File: src/hw/sta_regs.svh
/*
 Register offsets, field positions, reset values and timing counts of the
 segmented trigger acquisition block. Assumes a 32-bit classic Wishbone
 slave decoding byte addresses.
*/
`ifndef STA_REGS_SVH
`define STA_REGS_SVH

`define STA_MODE_ADDR 16'h251c
`define STA_TOTAL_LO_ADDR 16'h2710
`define STA_TOTAL_HI_ADDR 16'h2714
`define STA_LOOPS_LO_ADDR 16'h2724
`define STA_LOOPS_HI_ADDR 16'h2728
`define STA_SEGLEN_ADDR 16'h2740
`define STA_POST_ADDR 16'h2744
`define STA_CTRL_ADDR 16'h2748
`define STA_STATUS_ADDR 16'h274c
`define STA_SEGDONE_ADDR 16'h2750
`define STA_PRE_ADDR 16'h2754

`define STA_MODE_STD_MULTI 32'h0000_0002
`define STA_MODE_FIFO_MULTI 32'h0000_0020

`define STA_CTRL_START_BIT 0
`define STA_CTRL_STOP_BIT 1
`define STA_CTRL_CH16_BIT 2

`define STA_STEP_LSB 5
`define STA_MIN_TOTAL 64'h0000_0000_0000_0040
`define STA_MIN_POST 32'h0000_0020
`define STA_MIN_SEG 32'h0000_0040

`define STA_RESET_MODE 32'h0000_0002
`define STA_RESET_SEGLEN 32'h0000_0040
`define STA_RESET_POST 32'h0000_0020
`define STA_RESET_TOTAL 64'h0000_0000_0000_0040

`define STA_REARM_NS 10
`define STA_CLK_MHZ 200

`endif

File: src/hw/sta_pkg.sv
/*
 Types shared by the segmented trigger acquisition block.
 Assumes nothing beyond a SystemVerilog compiler.
*/
package sta_pkg;

	typedef enum logic [2:0] {
		STA_IDLE,
		STA_PRE,
		STA_ARMED,
		STA_POST,
		STA_REARM,
		STA_DONE
	} sta_state_e;

	typedef struct packed {
		logic [31:0] data;
		logic last;
	} sta_beat_s;

	typedef struct packed {
		logic running;
		logic done;
		logic armed;
		logic fifo_mode;
		logic bad_cfg;
	} sta_status_s;

endpackage

File: src/hw/sta_seg_acq.sv
/*
 Segmented trigger acquisition control: counts segments, gates samples into
 a two-entry output buffer and stops on total count or segment limit.
 Assumes samples and trigger come from logic on clk_i, one sample per
 enabled cycle, and a pre-event history ring sits upstream of sample_i.
*/
// Added by the designer: the Wishbone register port.
`timescale 1ns/100ps
`include "sta_regs.svh"

// Contract
// - Each trigger fills one segment, then the next trigger fills the next.
// - Segment length in samples comes from the segment length register.
// - Mode code 2 selects segmented acquisition into memory.
// - Mode code 32 selects segmented acquisition streamed to the host.
// - Memory mode records the programmed total count and then stops.
// - Streaming mode ignores the total count and runs until stopped or until its segment limit.
// - A zero segment limit streams until a stop command.
// - A nonzero segment limit ends streaming after that many segments.
// - Streaming sends only segment samples, never the gaps between them.
// - Total count maximum is the full memory at 8 and half at 16 channels.
// - Total count is at least 64 and post-event count at least 32.
// - Post-event count is the number of samples kept after the trigger.
// - Pre-event portion is the segment length minus the post-event count.
// - Each segment holds samples from before and after its trigger; post equal to seglen is accepted and leaves no pre-event samples.
module sta_seg_acq #(
	parameter logic [63:0] MEM_SAMPLES = 64'h0000_0001_0000_0000
)(
	// Clock, reset, enable
	input wire logic clk_i,
	input wire logic rst_i,
	input wire logic ce_i,
	// Wishbone slave
	input wire logic wb_cyc_i,
	input wire logic wb_stb_i,
	input wire logic wb_we_i,
	input wire logic [15:0] wb_adr_i,
	input wire logic [3:0] wb_sel_i,
	input wire logic [31:0] wb_dat_i,
	output logic [31:0] wb_dat_o,
	output logic wb_ack_o,
	// Samples and trigger
	input wire logic [31:0] sample_i,
	input wire logic trigger_i,
	// Segment data out
	output logic [31:0] out_data_o,
	output logic out_last_o,
	output logic out_valid_o,
	input wire logic out_ready_i,
	// Status
	output logic running_o,
	output logic done_o
);

	localparam int REARM_CYC_RAW = (`STA_REARM_NS * `STA_CLK_MHZ) / 1000;
	localparam int REARM_CYC = (REARM_CYC_RAW < 1) ? 1 : REARM_CYC_RAW;

	sta_pkg::sta_state_e state;
	sta_pkg::sta_status_s status;
	logic [31:0] mode;
	logic [63:0] total;
	logic [63:0] loops;
	logic [31:0] seglen;
	logic [31:0] post;
	logic ch16;
	logic [31:0] cnt;
	logic [63:0] recorded;
	logic [63:0] segs_done;
	logic [3:0] rearm_cnt;
	logic stop_req;
	logic start_req;
	logic fifo_mode;
	logic std_mode;
	logic [31:0] pre;
	logic [63:0] max_total;
	logic bad_cfg;
	logic in_seg;
	logic seg_end;
	logic limit_hit;
	logic wb_req;
	logic [31:0] next_rdata;
	sta_pkg::sta_beat_s buf0;
	sta_pkg::sta_beat_s buf1;
	logic [1:0] buf_cnt;
	logic in_ready;
	logic push;
	logic pop;

	assign std_mode = (mode == `STA_MODE_STD_MULTI);
	assign fifo_mode = (mode == `STA_MODE_FIFO_MULTI);
	assign pre = seglen - post;
	// Half the memory per channel once sixteen channels share it
	assign max_total = ch16 ? (MEM_SAMPLES >> 1) : MEM_SAMPLES;
	assign bad_cfg = (!std_mode && !fifo_mode)
		|| (std_mode && (total < `STA_MIN_TOTAL || total > max_total))
		|| post < `STA_MIN_POST || seglen < `STA_MIN_SEG
		|| post > seglen;
	assign in_seg = (state == sta_pkg::STA_PRE) || (state == sta_pkg::STA_ARMED)
		|| (state == sta_pkg::STA_POST);
	// Stall pre and post capture while the buffer is full; the armed trigger wait does not stall
	// Armed cycles are gap: only pre and post samples enter, seglen in all
	assign push = ce_i && in_ready && (state == sta_pkg::STA_POST
		|| (state == sta_pkg::STA_PRE && pre != 32'h0000_0000));
	assign seg_end = push && (state == sta_pkg::STA_POST) && (cnt == post - 1);
	assign limit_hit = fifo_mode ? (loops != 64'h0000_0000_0000_0000
		&& segs_done + 64'h0000_0000_0000_0001 >= loops)
		: (recorded + {32'h0000_0000, seglen} >= total);
	assign wb_req = wb_cyc_i && wb_stb_i && !wb_ack_o;

	// Acquisition sequencer
	always_ff @(posedge clk_i)
	begin
		if (rst_i)
		begin
			state <= sta_pkg::STA_IDLE;
			cnt <= 32'h0000_0000;
			rearm_cnt <= 4'h0;
		end
		else if (ce_i)
		begin
			unique case (state)
				sta_pkg::STA_IDLE, sta_pkg::STA_DONE:
				begin
					if (start_req && !bad_cfg)
					begin
						state <= sta_pkg::STA_PRE;
						cnt <= 32'h0000_0000;
					end
				end
				sta_pkg::STA_PRE:
				begin
					// Pre-event samples lead the segment
					if (stop_req)
						state <= sta_pkg::STA_DONE;
					else if (push && cnt == pre - 1)
					begin
						state <= sta_pkg::STA_ARMED;
						cnt <= 32'h0000_0000;
					end
					else if (pre == 32'h0000_0000)
						state <= sta_pkg::STA_ARMED;
					else if (push)
						cnt <= cnt + 32'h0000_0001;
				end
				sta_pkg::STA_ARMED:
				begin
					// Waiting samples are dropped, never streamed
					if (stop_req)
						state <= sta_pkg::STA_DONE;
					else if (trigger_i)
					begin
						state <= sta_pkg::STA_POST;
						cnt <= 32'h0000_0000;
					end
				end
				sta_pkg::STA_POST:
				begin
					if (seg_end)
					begin
						cnt <= 32'h0000_0000;
						if (limit_hit || stop_req)
							state <= sta_pkg::STA_DONE;
						else
						begin
							state <= sta_pkg::STA_REARM;
							rearm_cnt <= 4'(REARM_CYC - 1);
						end
					end
					else if (push)
						cnt <= cnt + 32'h0000_0001;
				end
				sta_pkg::STA_REARM:
				begin
					// No software restart between segments
					if (stop_req)
						state <= sta_pkg::STA_DONE;
					else if (rearm_cnt == 4'h0)
						state <= sta_pkg::STA_PRE;
					else
						rearm_cnt <= rearm_cnt - 4'h1;
				end
			endcase
		end
	end

	// Segment and sample accounting
	always_ff @(posedge clk_i)
	begin
		if (rst_i)
		begin
			recorded <= 64'h0000_0000_0000_0000;
			segs_done <= 64'h0000_0000_0000_0000;
		end
		else if (ce_i)
		begin
			if (start_req && (state == sta_pkg::STA_IDLE
				|| state == sta_pkg::STA_DONE))
			begin
				recorded <= 64'h0000_0000_0000_0000;
				segs_done <= 64'h0000_0000_0000_0000;
			end
			else if (seg_end)
			begin
				recorded <= recorded + {32'h0000_0000, seglen};
				segs_done <= segs_done + 64'h0000_0000_0000_0001;
			end
		end
	end

	// Register writes; a pending stop survives until the run ends
	always_ff @(posedge clk_i)
	begin
		if (rst_i)
		begin
			mode <= `STA_RESET_MODE;
			total <= `STA_RESET_TOTAL;
			loops <= 64'h0000_0000_0000_0000;
			seglen <= `STA_RESET_SEGLEN;
			post <= `STA_RESET_POST;
			ch16 <= 1'b0;
			start_req <= 1'b0;
			stop_req <= 1'b0;
		end
		else if (ce_i)
		begin
			start_req <= 1'b0;
			if (state == sta_pkg::STA_DONE || state == sta_pkg::STA_IDLE)
				stop_req <= 1'b0;
			if (wb_req && wb_we_i && wb_sel_i == 4'hf)
			begin
				unique case (wb_adr_i)
					`STA_MODE_ADDR: mode <= wb_dat_i;
					`STA_TOTAL_LO_ADDR: total[31:0] <= wb_dat_i;
					`STA_TOTAL_HI_ADDR: total[63:32] <= wb_dat_i;
					`STA_LOOPS_LO_ADDR: loops[31:0] <= wb_dat_i;
					`STA_LOOPS_HI_ADDR: loops[63:32] <= wb_dat_i;
					`STA_SEGLEN_ADDR: seglen <= {wb_dat_i[31:5], 5'h00};
					`STA_POST_ADDR: post <= {wb_dat_i[31:5], 5'h00};
					`STA_CTRL_ADDR:
					begin
						start_req <= wb_dat_i[`STA_CTRL_START_BIT];
						stop_req <= wb_dat_i[`STA_CTRL_STOP_BIT];
						ch16 <= wb_dat_i[`STA_CTRL_CH16_BIT];
					end
					default:
					begin
					end
				endcase
			end
		end
	end

	assign status.running = in_seg || (state == sta_pkg::STA_REARM);
	assign status.done = (state == sta_pkg::STA_DONE);
	assign status.armed = (state == sta_pkg::STA_ARMED);
	assign status.fifo_mode = fifo_mode;
	assign status.bad_cfg = bad_cfg;

	always_comb
	begin
		unique case (wb_adr_i)
			`STA_MODE_ADDR: next_rdata = mode;
			`STA_TOTAL_LO_ADDR: next_rdata = total[31:0];
			`STA_TOTAL_HI_ADDR: next_rdata = total[63:32];
			`STA_LOOPS_LO_ADDR: next_rdata = loops[31:0];
			`STA_LOOPS_HI_ADDR: next_rdata = loops[63:32];
			`STA_SEGLEN_ADDR: next_rdata = seglen;
			`STA_POST_ADDR: next_rdata = post;
			`STA_CTRL_ADDR: next_rdata = {29'h0000_0000, ch16, 2'h0};
			`STA_STATUS_ADDR: next_rdata = {27'h0000_0000, status};
			`STA_SEGDONE_ADDR: next_rdata = segs_done[31:0];
			`STA_PRE_ADDR: next_rdata = pre;
			default: next_rdata = 32'h0000_0000;
		endcase
	end

	// Bus answer: one wait state, ack dropped the cycle after
	always_ff @(posedge clk_i)
	begin
		if (rst_i)
		begin
			wb_ack_o <= 1'b0;
			wb_dat_o <= 32'h0000_0000;
		end
		else if (ce_i)
		begin
			wb_ack_o <= wb_req;
			if (wb_req)
				wb_dat_o <= next_rdata;
		end
	end

	// Two-entry skid buffer between capture and host
	assign in_ready = (buf_cnt != 2'd2);
	assign pop = ce_i && out_valid_o && out_ready_i;

	always_ff @(posedge clk_i)
	begin
		if (rst_i)
		begin
			buf0 <= '0;
			buf1 <= '0;
			buf_cnt <= 2'd0;
			out_valid_o <= 1'b0;
		end
		else if (ce_i)
		begin
			unique case ({push, pop})
				2'b10:
				begin
					if (buf_cnt == 2'd0)
						buf0 <= '{data: sample_i, last: seg_end};
					else
						buf1 <= '{data: sample_i, last: seg_end};
					buf_cnt <= buf_cnt + 2'd1;
					out_valid_o <= 1'b1;
				end
				2'b01:
				begin
					buf0 <= buf1;
					buf_cnt <= buf_cnt - 2'd1;
					out_valid_o <= (buf_cnt != 2'd1);
				end
				2'b11:
				begin
					if (buf_cnt == 2'd1)
						buf0 <= '{data: sample_i, last: seg_end};
					else
					begin
						buf0 <= buf1;
						buf1 <= '{data: sample_i, last: seg_end};
					end
				end
				default:
				begin
				end
			endcase
		end
	end

	assign out_data_o = buf0.data;
	assign out_last_o = buf0.last;

	// Status outputs registered
	always_ff @(posedge clk_i)
	begin
		if (rst_i)
		begin
			running_o <= 1'b0;
			done_o <= 1'b0;
		end
		else if (ce_i)
		begin
			running_o <= status.running;
			done_o <= status.done;
		end
	end

	a_seg_post_len: assert property (@(posedge clk_i) disable iff (rst_i)
		seg_end |-> cnt == post - 1)
		else $error("segment ended at wrong post count");
	a_seg_count_up: assert property (@(posedge clk_i) disable iff (rst_i)
		ce_i && seg_end |=> segs_done == $past(segs_done) + 1)
		else $error("segment count not advanced");
	a_rearm_gap: assert property (@(posedge clk_i) disable iff (rst_i)
		ce_i && state == sta_pkg::STA_REARM && rearm_cnt == 0 && !stop_req
		|=> state == sta_pkg::STA_PRE)
		else $error("no re-arm after gap");
	a_std_stop: assert property (@(posedge clk_i) disable iff (rst_i)
		ce_i && seg_end && std_mode && limit_hit
		|=> state == sta_pkg::STA_DONE)
		else $error("memory mode did not stop at total");
	a_loop_limit: assert property (@(posedge clk_i) disable iff (rst_i)
		ce_i && fifo_mode && loops == 0 && seg_end && !stop_req
		|=> state == sta_pkg::STA_REARM)
		else $error("infinite stream stopped");
	a_no_gap_data: assert property (@(posedge clk_i) disable iff (rst_i)
		push |-> in_seg)
		else $error("sample pushed outside segment");
	a_pre_calc: assert property (@(posedge clk_i) disable iff (rst_i)
		pre + post == seglen)
		else $error("pre plus post differs from segment");
	a_cfg_min: assert property (@(posedge clk_i) disable iff (rst_i)
		state == sta_pkg::STA_IDLE && start_req && post < 32
		|=> state == sta_pkg::STA_IDLE)
		else $error("short post count accepted");

	c_seg_done: cover property (@(posedge clk_i) seg_end);
	c_run_done: cover property (@(posedge clk_i) state == sta_pkg::STA_DONE);
	c_stall: cover property (@(posedge clk_i) out_valid_o && !out_ready_i);

endmodule

File: config.mk
export PLATFORM = sky130hd
export DESIGN_NAME = sta_seg_acq
export DESIGN_NICKNAME = d
export VERILOG_FILES = /design/src/hw/sta_pkg.sv /design/src/hw/sta_seg_acq.sv
export VERILOG_INCLUDE_DIRS = /design/src /design/src/hw
export SDC_FILE = /design/constraint.sdc
export NUM_CORES = 2
export LEC_CHECK = 0
export BUFFER_PORTS_ARGS = -buffer_cell sky130_fd_sc_hd__buf_4
export CORE_ASPECT_RATIO = 1.5
export CORE_UTILIZATION = 55
export CTS_CLUSTER_SIZE = 24
export DETAILED_ROUTE_END_ITERATION = 6
export GPL_ROUTABILITY_DRIVEN = 0
export PLACE_DENSITY = 0.69
export SYNTH_ARGS = -nofsm -noshare
export SYNTH_HDL_FRONTEND = slang
export SYNTH_SLANG_ARGS = --single-unit
File: constraint.sdc
create_clock -name clk_i -period 15.7 [get_ports clk_i]
set_input_delay 3.14 -clock clk_i [delete_from_list [all_inputs] [get_ports clk_i]]
set_output_delay 3.14 -clock clk_i [all_outputs]
set_load 0.03 [all_outputs]
# Yosys cells after proc, flatten, opt, wreduce, memory -nomap -nowiden
# Index checks and enable logic that the tools add are counted.
# word_totals
ff_bits	488
inputBits	92
output_inout_bits	69
wordCells	189
# classes
addsub	9
n_lt_le_gt_ge	7
eq_ne	42
n_mux	45
n_reduce_logical	61
# ops
operator	n
$pmux 32 s11	1
$mux 32	8
$mux 64	4
$eq 16x14->1 const B	11
$mux 33	5
$ge 64x64->1	2
$pmux 32 s4	1
$pmux 33 s3	1
$pmux 33 s2	1
$add 64x1->64 const B	1
$add 64x32->64	1
$eq 32x32->1	2
$gt 64x33->1	1
$lt 64x7->1 const B	1
$reduce_bool 64->1	1
$sub 32x1->32 const B	2
$add 32x1->32 const B	1
$eq 32x2->1 const B	1
$eq 32x6->1 const B	1
$gt 32x32->1	1
$logic_not 32->1	1
$lt 32x6->1 const B	1
$lt 32x7->1 const B	1
$reduce_bool 32->1	1
37 further kinds	113

# Depth between registers and ports, before layout
# depth
word_depth	12
depth_mapped	29
depth_no_buf	27

# Worst setup path before layout
# OpenSTA, ideal clock, no wires.
# synth_path
path_type	register to register
from	register seglen[6]
to	register rearm_cnt[2]
t_arrival_ps	5698
setup_slack_ps	9885
path_stages_with_launch	28
synth_period_minus_slack_ps	5815
path_cell_list	dfxtp_1 > ha_1 > a21o_1 > a21oi_1 > o21bai_1 > a2111oi_0 > nor3_1 > o21a_1 > a21o_1 > a221oi_1 > nor3_1 > clkbuf_1 > nand2_1 > xnor2_1 > ha_1 > a21o_1 > a21o_1 > a21oi_1 > nor2b_1 > o21ai_0 > a31oi_1 > o41ai_1 > nand2_1 > o31ai_1 > and2_1 > clkbuf_1 > o21ai_0 > a32o_1
# synth_via
elab_chain_len	9
word_cells_on_any_way	14
# synth_rtl
item	line_no	text
start: declaration	sta_seg_acq.sv:63	logic [31:0] seglen;
start signal: assignment	sta_seg_acq.sv:218	seglen <= `STA_RESET_SEGLEN;
start signal: assignment	sta_seg_acq.sv:237	`STA_SEGLEN_ADDR: seglen <= {wb_dat_i[31:5], 5'h00};
branches (longest 8 deep; another with $add 64x32->64)	-	
$reduce_and 6->1 (no source line) *	-	
end signal: assignment	sta_seg_acq.sv:166	rearm_cnt <= 4'(REARM_CYC - 1);
end signal: assignment	sta_seg_acq.sv:180	rearm_cnt <= rearm_cnt - 4'h1;
end: declaration	sta_seg_acq.sv:69	logic [3:0] rearm_cnt;
# Every way passes the cells marked *.
# A chain may end at the register's enable or synchronous reset.

# Worst setup path after layout
# layout_path
from	register seglen[5]
to	register rearm_cnt[2]
# The elaborated chain is that of the path after synthesis.

==> results.json <==
{
  "status": "complete, but fails checks",
  "violations": "DRC, capacitance limit, slew limit",
  "synth_fa_ha_area_share_pct": 8.021,
  "synthSimpleGateAreaFrac_pct": 24.58,
  "grt_antenna_before_repair": 5,
  "end_kind": "flip-flop",
  "ys_types": 99,
  "syn-instance-count": 4023,
  "max-clock-path-buffers": 3,
  "finalClockSkew_ns": 0.02574,
  "grt_max_degree": 183,
  "netlist_top_cells_count": "672 x nand2_1, 483 x dfxtp_1, 410 x a21oi_1, 277 x nor2_1, 221 x clkbuf_1",
  "synth_top_family_by_area": "simple AND/OR/NAND/NOR gates",
  "port_buffers": 160,
  "fillers": 5114,
  "tritoncts": "built",
  "h-tree-depth": 2,
  "cpMaxStageDelayCell": "o41ai_1",
  "final_nets": 4315,
  "grt_pass1_wl_um": 181300,
  "rsz0062_at_grt": "no",
  "yosysMostFrequentCell": "nand2_1",
  "overflow": 0,
  "ios": 161,
  "area_growth_pct": 10.19,
  "start_kind": "flip-flop",
  "cts.sinks": 483,
  "grt_pass1_vias": 29460,
  "slew_violations": 16,
  "p_per_area_nw_per_um2": 73.82,
  "drc_errors": 144,
  "drtIter0Drc": 3752,
  "fin_tns_setup_ns": 0,
  "synth_area_leader_cell": "dfxtp_1",
  "finalWirelength_um": 121900,
  "synth_nets": 4310,
  "clk_pin_slew_ns": 0.07,
  "syn_avg_cell_area_um2": 7.608,
  "rr_worst_depth": 27,
  "min_path_cells": 2,
  "cp.arrival_ns": 8.38,
  "worstHoldStart": "buf1[0]$_SDFFE_PP0P_",
  "timing.critical_path.mode_cell": "a21o_1",
  "finalHoldViolCount": 0,
  "ant_nets": 0,
  "cts_hold_buf": 0,
  "max_slew_margin_pct": -5.956,
  "r2r_start": "seglen[5]$_SDFFE_PP0P_",
  "crit_fanout": 9,
  "fmax_mhz": 127.0,
  "die_w_um": 194.6,
  "drt-pass1-iter-count": 7,
  "syn_area_um2": 30610,
  "core_um2": 54780,
  "max_stage_delay_ns": 0.81,
  "grt_usage_pct": 42.05,
  "irDropWorstVdd_mv": 0.1007,
  "synth_compound_gate_area_share_pct": 23.30,
  "seq_area_frac_synth_pct": 31.59,
  "dp_hpwl_um": 88170,
  "cap_violations": 1,
  "num_rows": 105,
  "synth_mux_area_share_pct": 0.2330,
  "via_per_inst": 6.668,
  "root_buffer": "clkbuf_16",
  "async_flop_share_pct": 0,
  "leakagePower_nw": 12.95,
  "hold_class": "flip-flop to flip-flop",
  "min_period_over_period_pct": 50.17,
  "die_height_um": 290.9,
  "synth_area_leaders": "dfxtp_1 32%, nand2_1 8.2%, ha_1 7.9%",
  "synth_edf_count": 0,
  "synth_top_area_share_pct": 31.59,
  "num_vias": 31750,
  "numCtsBuffers": 48,
  "min_period_ns": 7.877,
  "setup_viol": 0,
  "dpl-instance-area_um2": 32100,
  "final_layout_size_suffix_gt1_share_pct": 9.227,
  "post_cts_buffers": 0,
  "synth_seq_cells": 483,
  "wire_per_inst_um": 25.60,
  "startpoint": "seglen[5]$_SDFFE_PP0P_",
  "die_area_um2": 56610,
  "start_util_pct": 55.87,
  "worst_pin_slew_ns": 1.583,
  "ys_warn_count": 0,
  "crit_required_ns": 16.20,
  "cts_resized": 0,
  "design_area_um2": 33720,
  "synth_flop_cell": "dfxtp_1",
  "synth_xor_area_share_pct": 6.725,
  "crit_type": "flip-flop to flip-flop",
  "clk-insertion-delay-late_ns": 0.61
}
## where the power goes
part	internal (mW)	switching (mW)	leakage, nW
clock network	0.667	0.525	0.792
logic	0.0209	0.0515	8.27
registers	1.22	0.000143	3.89
total	1.91	0.576	12.9
## per-layer routing
metal  track usage (%)  share of wire (%)  routed length (µm)  up-vias
met5                 0              0.019                  23        -
met4             38.50                 11               13250        4
met3             10.42                 11               12920      647
met2             65.41                 44               53140     1839
met1             47.37                 35               42560    14830
li1                  -                  -                   -    14440
## flip-flops by register name (all words and copies together) (netlist names), 2 cells and up
signal and cells:
seglen 27, cnt 32, wb_dat_o 32, rearm_cnt 4
recorded 59, mode 32, loops 64, post 27
buf1 33, segs_done 64, out_data_o 32, buf_cnt 2
total 64, state 3
## critical path, delay by kind of cell (launching register included)
kind	cells	cell delay [ns]
AND/OR/NAND/NOR	5	0.96
adder cells (fa/ha/maj)	3	0.96
XOR/XNOR	1	0.11
AO/OA/AOI/OAI	18	5.36
flip-flops	1	0.35
## stage by stage
stage	setup WS (ns)	power (mW)	cells	utilization [%]	hold WS, ns
after global routing	7.547	2.541	4759	61.55	0.4713
after detailed placement	8.017	1.322	4671	58.60	0.4450
after CTS	8.153	2.491	4757	61.48	0.4537
after floorplan	9.885	1.279	4023	-	0.4316
final	7.823	2.489	4762	61.56	0.4519
after global placement	8.110	1.322	4671	58.60	0.4406
## cells by family (layout without fill, tap and decap cells)
group,count (synthesis),count (layout)
adders and majority gates,195,195
other,0,3
muxes,7,7
AOI/OAI and AO/OA,1092,1092
and+or+nand+nor,1573,1573
xor gates and xnor gates,235,235
buffers and inverters,438,479
DFF,483,483
## layout by cell type, fill, tap and decap left out, types with 10 or more instances in the layout
| master | n |
|---|---|
| nor4_1 | 58 |
| xor2_1 | 80 |
| clkbuf_8 | 13 |
| nand2b_1 | 14 |
| a21o_1 | 83 |
| a22oi_1 | 150 |
| nor2_1 | 271 |
| o211ai_1 | 22 |
| and2_1 | 34 |
| clkinv_2 | 10 |
| and3_1 | 51 |
| nand3b_1 | 23 |
| a222oi_1 | 50 |
| nand4_1 | 101 |
| nand3_1 | 104 |
| o31ai_1 | 12 |
| xnor2_1 | 155 |
| nor3_1 | 54 |
| nor2b_1 | 16 |
| o2111ai_1 | 10 |
| o21bai_1 | 13 |
| nor2_2 | 36 |
| o21ai_0 | 122 |
| a211oi_1 | 51 |
| and4_1 | 14 |
| nor4b_1 | 10 |
| inv_1 | 190 |
| or3_1 | 42 |
| ha_1 | 193 |
| nand2_1 | 672 |
| a31oi_1 | 41 |
| dfxtp_1 | 483 |
| o21a_1 | 16 |
| or2_2 | 11 |
| buf_4 | 200 |
| a22o_1 | 12 |
| clkbuf_16 | 49 |
| a21oi_1 | 409 |
## cell type report
cell class                 instances  area (µm²)  area share (%)
inverter                         191       716.9           2.126
tap                              695       869.6           2.578
clock buffer                      70        1435           4.255
timing repair buffer             202        1536           4.556
multi-input combinational       3102       19340           57.36
antenna                            3       7.507         0.02226
sequential                       483        9669           28.67
clock inverter                    16       145.1          0.4304
## path summary, 6_finish.rpt
path                                to  slack (ns)
max          rearm_cnt[2]$_SDFFE_PP0P_        7.82
min               buf1[0]$_SDFFE_PP0P_        0.45
max reg2reg  rearm_cnt[2]$_SDFFE_PP0P_        7.82
min reg2reg       buf1[0]$_SDFFE_PP0P_        0.45
Note: power is estimated with default switching activity, not from simulation.
